## src/cpwm_map.vh

```
// Constants, field layouts and reset values for the complementary PWM buffer and start block.
//
// Behaviour
// - Disabled: count writes load working buffers at once.
// - Enabled: count writes wait for load request.
// - Load request copies all six counts together.
// - Hardware clears load request after transfer.
// - Each count has its own working buffer.
// - Generator runs on in sleep with sources.
// - Fast oscillator kept alive in sleep when used.
// - Outputs and fault routable to alternate pins.
// - Auto-restart set clears shutdown-active automatically.
// - Shutdown-active clear starts drive at rising event.
`ifndef CPWM_MAP_VH
`define CPWM_MAP_VH

// ----------------------------------------------------------------------------
// Widths and reset values
// ----------------------------------------------------------------------------
`define CPWM_COUNT_W 6
`define CPWM_COUNT_RST 6'h00
`define CPWM_CLKSEL_W 2
`define CPWM_CLKSEL_FASTOSC 2'h2

// ----------------------------------------------------------------------------
// Override level encodings
// ----------------------------------------------------------------------------
`define CPWM_OVR_W 2
`define CPWM_OVR_LOW 2'h0
`define CPWM_OVR_HIGH 2'h1
`define CPWM_OVR_HIZ 2'h2
`define CPWM_OVR_RUN 2'h3

// ----------------------------------------------------------------------------
// Bit positions of strobes, pin function controls and synchroniser lanes
// ----------------------------------------------------------------------------
`define CPWM_STB_RPH 0
`define CPWM_STB_FPH 1
`define CPWM_STB_RDB 2
`define CPWM_STB_FDB 3
`define CPWM_STB_RBK 4
`define CPWM_STB_FBK 5
`define CPWM_APF_OUT 0
`define CPWM_APF_FLT 1
`define CPWM_LANE_RISE 0
`define CPWM_LANE_FLT0 1
`define CPWM_LANE_FLT1 2
`define CPWM_SD_RST 1'b1

`endif

```

## src/cpwm_buffer_start.v

```verilog
// Double-buffered count update, start-up shutdown control and pin routing for the PWM generator.
`timescale 1ns/1ps
`include "cpwm_map.vh"
module cpwm_buffer_start #(
  parameter CW = `CPWM_COUNT_W
) (
  // Clock and reset.
  input wire clk_sys,
  input wire rstn,
  // Control bits written by software.
  input wire generatorEnable,
  input wire loadRequestSet,
  input wire shutdownActiveSet,
  input wire shutdownActiveClr,
  input wire autoRestartEnable,
  input wire [`CPWM_CLKSEL_W-1:0] clockSelect,
  input wire deviceSleep,
  input wire [1:0] altPinFunctionCtrl,
  input wire [`CPWM_OVR_W-1:0] overrideLevelA,
  input wire [`CPWM_OVR_W-1:0] overrideLevelB,
  // Count holding registers and their write strobes.
  input wire [CW-1:0] risePhaseCount,
  input wire [CW-1:0] fallPhaseCount,
  input wire [CW-1:0] riseDeadbandCount,
  input wire [CW-1:0] fallDeadbandCount,
  input wire [CW-1:0] riseBlankingCount,
  input wire [CW-1:0] fallBlankingCount,
  input wire [5:0] countWriteStrobe,
  // Event sources and fault pins.
  input wire riseEventPin,
  input wire faultInputPin0,
  input wire faultInputPin1,
  // Raw generator drive from the timing logic.
  input wire genDriveA,
  input wire genDriveB,
  // Status back to software.
  output reg bufferLoadRequest,
  output reg shutdownActive,
  output reg driveRunning,
  output reg fastOscKeepAlive,
  output reg faultInput,
  // Working buffers for the timing logic.
  output reg [CW-1:0] risePhaseBuf,
  output reg [CW-1:0] fallPhaseBuf,
  output reg [CW-1:0] riseDeadbandBuf,
  output reg [CW-1:0] fallDeadbandBuf,
  output reg [CW-1:0] riseBlankingBuf,
  output reg [CW-1:0] fallBlankingBuf,
  // Routed output pins, level and enable.
  output reg genOutputA0,
  output reg genOutputA0En,
  output reg genOutputA1,
  output reg genOutputA1En,
  output reg genOutputB0,
  output reg genOutputB0En,
  output reg genOutputB1,
  output reg genOutputB1En
);

  wire [2:0] syncOut;
  wire riseEvent;
  wire fault0;
  wire fault1;
  reg riseLastReg;
  wire riseEdge;
  reg pendingStartReg;
  reg [`CPWM_OVR_W-1:0] levelA;
  reg [`CPWM_OVR_W-1:0] levelB;
  reg [1:0] pinA;
  reg [1:0] pinB;

  // ----------------------------------------------------------------------------
  // Input synchronisation
  // ----------------------------------------------------------------------------
  // Event sources may be asynchronous, so they pass the filtered chain first.
  cpwm_sync #(
    .WIDTH(3)
  ) uSync (
    .clk_sys(clk_sys),
    .rstn(rstn),
    .dIn({faultInputPin1, faultInputPin0, riseEventPin}),
    .dOut(syncOut)
  );
  // The filter adds three to four cycles of latency, so a load or a start lands four to five cycles
  // after the pin rises; the delay buys immunity to a runt pulse on the pin.
  assign riseEvent = syncOut[`CPWM_LANE_RISE];
  assign fault0 = syncOut[`CPWM_LANE_FLT0];
  assign fault1 = syncOut[`CPWM_LANE_FLT1];
  assign riseEdge = riseEvent & ~riseLastReg;

  // Resolve an override code to a pin level and enable.
  function [1:0] resolvePin;
    input [`CPWM_OVR_W-1:0] code;
    input run;
    input drive;
    begin
      if (run) begin
        resolvePin = {1'b1, drive};
      end else begin
        case (code)
          `CPWM_OVR_LOW: resolvePin = 2'h2;
          `CPWM_OVR_HIGH: resolvePin = 2'h3;
          `CPWM_OVR_HIZ: resolvePin = 2'h0;
          default: resolvePin = {1'b1, drive};
        endcase
      end
    end
  endfunction

  // ----------------------------------------------------------------------------
  // Working buffers and load request
  // ----------------------------------------------------------------------------
  // A disabled generator takes each written count at once; an enabled one waits for the
  // request and the next rising event, so a period never mixes old and new counts.
  // Disabling drops a pending request, because the disabled writes already reach the
  // buffers directly and a stale request would reload them at the first rising event.
  always @(posedge clk_sys or negedge rstn) begin
    if (!rstn) begin
      riseLastReg <= 1'b0;
      bufferLoadRequest <= 1'b0;
      risePhaseBuf <= `CPWM_COUNT_RST;
      fallPhaseBuf <= `CPWM_COUNT_RST;
      riseDeadbandBuf <= `CPWM_COUNT_RST;
      fallDeadbandBuf <= `CPWM_COUNT_RST;
      riseBlankingBuf <= `CPWM_COUNT_RST;
      fallBlankingBuf <= `CPWM_COUNT_RST;
    end else begin
      riseLastReg <= riseEvent;
      if (!generatorEnable) begin
        if (countWriteStrobe[`CPWM_STB_RPH]) risePhaseBuf <= risePhaseCount;
        if (countWriteStrobe[`CPWM_STB_FPH]) fallPhaseBuf <= fallPhaseCount;
        if (countWriteStrobe[`CPWM_STB_RDB]) riseDeadbandBuf <= riseDeadbandCount;
        if (countWriteStrobe[`CPWM_STB_FDB]) fallDeadbandBuf <= fallDeadbandCount;
        if (countWriteStrobe[`CPWM_STB_RBK]) riseBlankingBuf <= riseBlankingCount;
        if (countWriteStrobe[`CPWM_STB_FBK]) fallBlankingBuf <= fallBlankingCount;
        bufferLoadRequest <= 1'b0;
      end else if (bufferLoadRequest && riseEdge) begin
        risePhaseBuf <= risePhaseCount;
        fallPhaseBuf <= fallPhaseCount;
        riseDeadbandBuf <= riseDeadbandCount;
        fallDeadbandBuf <= fallDeadbandCount;
        riseBlankingBuf <= riseBlankingCount;
        fallBlankingBuf <= fallBlankingCount;
        bufferLoadRequest <= loadRequestSet;
      end else if (loadRequestSet) begin
        bufferLoadRequest <= 1'b1;
      end
    end
  end

  // ----------------------------------------------------------------------------
  // Shutdown and start sequence
  // ----------------------------------------------------------------------------
  // Drive starts only on a rising event after shutdown is released; a software set wins
  // over any clear, so the outputs never leave their override levels by accident.
  always @(posedge clk_sys or negedge rstn) begin
    if (!rstn) begin
      shutdownActive <= `CPWM_SD_RST;
      pendingStartReg <= 1'b0;
      driveRunning <= 1'b0;
      fastOscKeepAlive <= 1'b0;
      faultInput <= 1'b0;
    end else begin
      faultInput <= altPinFunctionCtrl[`CPWM_APF_FLT] ? fault1 : fault0;
      // The keep-alive stands whether or not the device sleeps, so it is already up
      // when sleep begins and the oscillator never misses a cycle at sleep entry.
      fastOscKeepAlive <= generatorEnable &&
        (clockSelect == `CPWM_CLKSEL_FASTOSC);
      if (shutdownActiveSet) begin
        shutdownActive <= 1'b1;
      end else if (autoRestartEnable && shutdownActive) begin
        shutdownActive <= 1'b0;
      end else if (shutdownActiveClr) begin
        shutdownActive <= 1'b0;
      end
      if (!generatorEnable || shutdownActive) begin
        driveRunning <= 1'b0;
        pendingStartReg <= 1'b1;
      end else if (pendingStartReg && riseEdge) begin
        driveRunning <= 1'b1;
        pendingStartReg <= 1'b0;
      end
    end
  end

  // ----------------------------------------------------------------------------
  // Output routing
  // ----------------------------------------------------------------------------
  // Sleep is not looked at: the block keeps running while its clock and events do.
  always @* begin
    levelA = driveRunning ? `CPWM_OVR_RUN : overrideLevelA;
    levelB = driveRunning ? `CPWM_OVR_RUN : overrideLevelB;
    pinA = generatorEnable ? resolvePin(levelA, driveRunning, genDriveA) : 2'h0;
    pinB = generatorEnable ? resolvePin(levelB, driveRunning, genDriveB) : 2'h0;
  end

  // Registered pins keep every output straight from a flip-flop.
  // Only one pin of each pair is ever enabled; the alternate pins are weaker drivers, so
  // a user must check the load before routing outputs there.
  always @(posedge clk_sys or negedge rstn) begin
    if (!rstn) begin
      genOutputA0 <= 1'b0;
      genOutputA0En <= 1'b0;
      genOutputA1 <= 1'b0;
      genOutputA1En <= 1'b0;
      genOutputB0 <= 1'b0;
      genOutputB0En <= 1'b0;
      genOutputB1 <= 1'b0;
      genOutputB1En <= 1'b0;
    end else begin
      genOutputA0 <= pinA[0];
      genOutputA0En <= pinA[1] & ~altPinFunctionCtrl[`CPWM_APF_OUT];
      genOutputA1 <= pinA[0];
      genOutputA1En <= pinA[1] & altPinFunctionCtrl[`CPWM_APF_OUT];
      genOutputB0 <= pinB[0];
      genOutputB0En <= pinB[1] & ~altPinFunctionCtrl[`CPWM_APF_OUT];
      genOutputB1 <= pinB[0];
      genOutputB1En <= pinB[1] & altPinFunctionCtrl[`CPWM_APF_OUT];
    end
  end

endmodule // cpwm_buffer_start

```

## src/cpwm_sync.v

```verilog
// Three-stage input synchroniser with agreement filter for outside signals.
`timescale 1ns/1ps
module cpwm_sync #(
  parameter WIDTH = 1
) (
  // Clock and reset.
  input wire clk_sys,
  input wire rstn,
  // Raw and clean signal.
  input wire [WIDTH-1:0] dIn,
  output reg [WIDTH-1:0] dOut
);

  reg [WIDTH-1:0] stage1Reg;
  reg [WIDTH-1:0] stage2Reg;
  reg [WIDTH-1:0] stage3Reg;
  integer i;

  // ----------------------------------------------------------------------------
  // Shift chain
  // ----------------------------------------------------------------------------
  // Only the second stage reads the first; the output moves once stages two and three agree.
  always @(posedge clk_sys or negedge rstn) begin
    if (!rstn) begin
      stage1Reg <= {WIDTH{1'b0}};
      stage2Reg <= {WIDTH{1'b0}};
      stage3Reg <= {WIDTH{1'b0}};
      dOut <= {WIDTH{1'b0}};
    end else begin
      stage1Reg <= dIn;
      stage2Reg <= stage1Reg;
      stage3Reg <= stage2Reg;
      for (i = 0; i < WIDTH; i = i + 1) begin
        if (stage2Reg[i] == stage3Reg[i]) begin
          dOut[i] <= stage3Reg[i];
        end
      end
    end
  end

endmodule // cpwm_sync

```

## config.mk

```make
export PLATFORM = sky130hd
export DESIGN_NAME = cpwm_buffer_start
export DESIGN_NICKNAME = d
export VERILOG_FILES = /design/src/cpwm_buffer_start.v /design/src/cpwm_sync.v
export VERILOG_INCLUDE_DIRS = /design/src
export SDC_FILE = /design/constraint.sdc
export NUM_CORES = 1
export LEC_CHECK = 0
export BUFFER_PORTS_ARGS = -buffer_cell sky130_fd_sc_hd__buf_2
export CAP_MARGIN = 20
export CORE_MARGIN = 2
export CORE_UTILIZATION = 45
export CTS_BUF_LIST = sky130_fd_sc_hd__clkbuf_4 sky130_fd_sc_hd__clkbuf_8 sky130_fd_sc_hd__clkbuf_16
export CTS_CLUSTER_DIAMETER = 80
export DETAILED_ROUTE_END_ITERATION = 12
export GPL_ROUTABILITY_DRIVEN = 0
export MAX_ROUTING_LAYER = met4
export PLACE_DENSITY = 0.79
export SLEW_MARGIN = 20
export SYNTH_ARGS = -nofsm -noshare
export SYNTH_HDL_FRONTEND = slang
export SYNTH_HIERARCHICAL = 1
export SYNTH_SLANG_ARGS = --single-unit
```

## constraint.sdc

```tcl
create_clock -name clk_sys -period 1.5 [get_ports clk_sys]
set_input_delay 0.375 -clock clk_sys [delete_from_list [all_inputs] [get_ports clk_sys]]
set_output_delay 0.375 -clock clk_sys [all_outputs]
set_load 0.02 [all_outputs]
```

After elaboration in Yosys (flattened, before gate mapping)
Index checks and enable logic that the tools add are counted.
- flip-flop bits (word level): 61
- bits in latches: 0
- RAM bits: 0
- memory bits (read-only): 0
- output and inout bits: 49
- memories: 0
- $add $sub $neg: 0
- multipliers: 0
- divide/modulo/power cells: 0
- magnitude comparators: 0
- equality and inequality tests: 10
- shift-type cells: 0
- multiplexer cells: 37
- bitwise logic cells: 7
- reductions and logical operators: 22
- operators with widths (operator ; number):
    6-bit two-way mux ; 18
    2-bit nonzero test ; 7
    2-bit two-way mux ; 6
    2-bit case mux with 3 select lines ; 2
    2-bit AND reduction ; 6
    1-bit two-way mux ; 11
    2-bit equality test, second input constant ; 3
    1-bit bitwise AND ; 5
    2-bit by 1-bit equality test with 1-bit output, second input constant ; 2
    1-bit logical AND ; 4
    2-bit zero test ; 2
    1-bit equality test ; 3
    3-bit by 1-bit inequality test with 1-bit output, second input constant ; 1
    3-bit nonzero test ; 1
    2-bit by 1-bit inequality test with 1-bit output, second input constant ; 1
    1-bit NOT ; 2
    1-bit zero test ; 1
    1-bit logical OR ; 1

Depth between registers and ports, before layout
- word-level depth: 6
- depth in mapped cells: 4

Cells and area by module
Netlist, hierarchy kept.
- by module, submodules not included (module ; times used ; cells an instance ; area an instance (um^2) ; sequential area each (um^2)):
    cpwm_buffer_start ; 1 ; 126 ; 1913.1 ; 1227.4
    cpwm_sync ; 1 ; 15 ; 334.1 ; 300.3

Worst setup path before layout
Ideal clock, no wire load.
- kind: input-to-reg
- start: input generatorEnable
- end: register fallDeadbandBuf[0]
- library setup time: 0.125 ns
- arrival time: 1.264 ns
- setup slack: 0.111 ns
- stages on the path: 4
- path through: buf_4 > buf_6 > o21ai_2 > mux2_2
- longest elaborated chain between the ends: 2
- elaborated cells between the ends (all ways): 4
- RTL lines (item ; RTL line ; text):
    start, declared ; cpwm_buffer_start.v:11 ; input wire generatorEnable,
    2-bit by 1-bit inequality test with 1-bit output (no source line) / 2-bit nonzero test (equally long branches) ; -- ;
    2-bit AND reduction (no source line) ; -- ;
    end signal, assigned ; cpwm_buffer_start.v:124 ; fallDeadbandBuf <= `CPWM_COUNT_RST;
    end signal, assigned ; cpwm_buffer_start.v:133 ; if (countWriteStrobe[`CPWM_STB_FDB]) fallDeadbandBuf <= fallDeadbandCount;
    end signal, assigned ; cpwm_buffer_start.v:141 ; fallDeadbandBuf <= fallDeadbandCount;
    end, declared ; cpwm_buffer_start.v:46 ; output reg [CW-1:0] fallDeadbandBuf,
Several ways; a longest one is shown, not always the timed one.
A chain may end at the register's enable or synchronous reset.

Worst setup path in the final report
- start: register shutdownActive
- end: output shutdownActive
- RTL lines (item ; RTL line ; text):
    start, declared ; cpwm_buffer_start.v:38 ; output reg shutdownActive,
    start signal, assigned ; cpwm_buffer_start.v:158 ; shutdownActive <= `CPWM_SD_RST;
No word-level cell between the ends.

==> qor.csv <==
stage,metric,value,unit
outcome,status,finished clean,
routing,Pre-antenna DRT Iters,4,
timing,Worst-Margin Slew,0.3507,ns
clocking,"Hold-fix buffers, CTS",0,
pwr,sequential power share,0.443,
floorplanning,Die W,74.67,µm
yosys,Cells after Synth,141,
yosys,Post-synth EDFFs,0,
clocking,clk sinks,61,
critical_path,Worst EP required,1.12,ns
placement,Port Buffers,110,
yosys,predominant post-synthesis flop cell,dfrtp_1,
timing,Total Neg Setup Slack,0,ns
global_routing,GRT met3 Usage,0.04016,
global_routing,All-Layer GR Usage,0.1775,
timing,crit path time final,1.400,ns
global_routing,pin count of the biggest net entering global routing,62,
critical_path,"Arr. time, crit path",1.02,ns
timing,Fmax achieved,0.7145,GHz
floorplanning,Initial Util,0.4726,
global_routing,vias in the first global route,1718,
routing,DRT Wirelength,4.484,mm
cells_and_area,Reg area,1528,µm²
routing,DR vias/cell,4.709,
yosys,Post-synth top cells,"dfrtp_1, mux2_2, inv_1, o21ai_2, a21oi_1",
yosys,Mapped Nets,204,
timing,RSZ-0062 raised after global routing,no,
yosys,leading area contributor after synthesis,dfrtp_1,
routing,number of nets with antenna violations after routing,0,
critical_path,Critical Path Max Stage Delay,0.55,ns
critical_path,crit-path max FO,4,
yosys,share of the synthesized area in the top cell type,0.6682,
timing,clock skew,0.004312,ns
floorplanning,# rows,25,
critical_path,WP buf/inv,1,
cells_and_area,"Net count, final",331,
pwr,cell leakage power,1.625,nW
cells_and_area,area of the multi-input gates,659.4,µm²
cells_and_area,fill count,374,
hold_path,worst min-delay path class,input port to asynchronous set/reset pin,
pwr,Psw,1.135,mW
routing,detailed-route via count,1601,
critical_path,crit path capture type,output port,
yosys,syn avg cell area,15.94,µm²
critical_path,slowest CP cell,dfstp_2,
pwr,switching share of power,0.2576,
pwr,Peak VDD IR,0.9522,mV
floorplanning,die area,5575,µm²
pwr,Int Power,3.270,mW
critical_path,Setup CP Type,flip-flop to output port,
timing,final hold violations,0,
pwr,Power Density,1392,nW/µm²
yosys,Netlist cell types,21,
cells_and_area,share of cells above drive strength 1,0.6740,
timing,final period utilization,0.9331,
routing,routed len/inst,13.19,µm
routing,DRC,0,
placement,HPWL Detailed,3.411,mm
yosys,"flops & latches, synth",61,
global_routing,met1 Use GR,0.1975,
critical_path,"delay-heaviest family, CP",flip-flops,
run,# Max-Cap Violations,0,
floorplanning,Core ar.,4755,µm²
placement,Setup WS pre-CTS,-0.003273,ns
clocking,CTS Root Cell,clkbuf_8,
yosys,synthesized cell area,2247,µm²
clocking,CTS Buffer Depth,2,
global_routing,residual overflow from global routing,0,
floorplanning,total I/O pin count,112,
yosys,Yosys warning count,6,
pwr,Comb pwr share,0.191,
cells_and_area,Ant. Diodes,0,
global_routing,initial antenna violation count,0,
clocking,TritonCTS Buffers,9,
global_routing,first-pass GRT wire length,7.155,mm
timing,Final WS setup,0.1003,ns
clocking,post_cts resized,0,
routing,DRT iter0 DRCs,67,
clocking,clock-pin slew on the worst setup and hold paths,0.06,ns
cells_and_area,Area Growth Syn to Fin,40.81,%
global_routing,grt peak-use layer,met2,
pwr,clock share of power,0.366,
critical_path,startpoint types,flip-flop,
clocking,CTS HTree Levels,3,
critical_path,flop2flop setup slack,0.13,ns
clocking,CTS tree,built,
timing,number of setup violations in the final report,0,
critical_path,crit-path cells,buf_2,
global_routing,met2 global-route usage,0.2999,
yosys,most common cell in the netlist,dfrtp_1,
timing,Final Max Tran Viols,0,
yosys,"Seq/Total Area, Yosys",0.6798,
floorplanning,die height,74.67,µm
timing,Slew HR,0.7661,
clocking,total setup buffers inserted after CTS,0,
yosys,synth top area cells,"dfrtp_1, mux2_2, o21ai_2",
clocking,clock latency reported for the late side of the worst-skew pair,0.31,ns
yosys,Post-synth ARST share,1.000,
## flip-flops by register name, indices dropped and copies added, names as in the netlist, 3 cells and up
signal,count
riseBlankingBuf,6
uSync/stage1Reg,3
uSync/stage2Reg,3
fallPhaseBuf,6
uSync/dOut,3
uSync/stage3Reg,3
risePhaseBuf,6
riseDeadbandBuf,6
fallDeadbandBuf,6
fallBlankingBuf,6
## layout make-up
class,instances,area share
flip-flops and latches,61,0.4828
multi-input cells,69,0.2084
repair buffers,120,0.2017
clock buffers,12,0.05022
well taps,67,0.02649
clock inverters,4,0.02214
inverters,7,0.008304
## logic make-up after synthesis
| logic type | count (synthesis) | synth area share |
|---|---|---|
| AND/OR/NAND/NOR | 15 | 0.04566 |
| flip-flops | 61 | 0.6798 |
| AO/OA/AOI/OAI | 14 | 0.04733 |
| multiplexers | 37 | 0.1854 |
| adder cells (fa/ha/maj) | 3 | 0.01503 |
| buffers and inverters | 11 | 0.02673 |
## per-layer routing
layer  wire, µm  part of all wire
met1       1879              0.42
met3        332             0.074
met5          0                 0
met4         30            0.0067
met2       2242              0.50
## cell usage in the layout (no fill, tap or decap), drive strengths merged
cell type	instances
nand2b	2
dfstp	1
and3b	1
buf	120
nand4b	1
clkinv	2
o221a	2
nand3b	1
o21ai	6
nand2	2
dfrtp	60
maj3	3
a21oi	5
nor3b	2
a31oi	1
nor2b	1
nor2	4
or2	1
clkbuf	12
bufinv	2
inv	7
mux2	37
## through the flow
step / hold WS, ns / util / area (µm²) / power (mW) / std cells
after floorplan: 0.07941 / - / 2247 / 2.463 / 141
after global placement: 0.3338 / 0.6174 / 2935 / 2.808 / 324
after detailed placement: 0.3409 / 0.6174 / 2935 / 2.835 / 324
after CTS: 0.06447 / 0.6655 / 3164 / 4.475 / 340
after global routing: 0.08300 / 0.6655 / 3164 / 4.604 / 340
final: 0.06746 / 0.6655 / 3164 / 4.404 / 340
## path summary, 6_finish.rpt
kind | startpoint | end | cells past startpoint
worst min register to register | uSync/stage1Reg[1] | uSync/stage2Reg[1] | 0
worst max-delay path | shutdownActive | shutdownActive | 1
worst max register to register | riseLastReg | fallBlankingBuf[0] | 3
max in group asynchronous | rstn | shutdownActive | 2
min in group clk_sys | riseEventPin | uSync/stage1Reg[0] | 1
worst min-delay path | rstn | riseDeadbandBuf[2] | 2
## power groups by stage
stage	clock network (mW)	registers, mW	logic [mW]
2_1_floorplan	0	2.21	0.250
3_3_place_gp	0	1.97	0.836
3_5_place_dp	0	1.98	0.854
4_1_cts	1.67	1.95	0.855
5_1_grt	1.72	1.98	0.903
6_report	1.61	1.95	0.841
(Power assumes the default switching activity.)
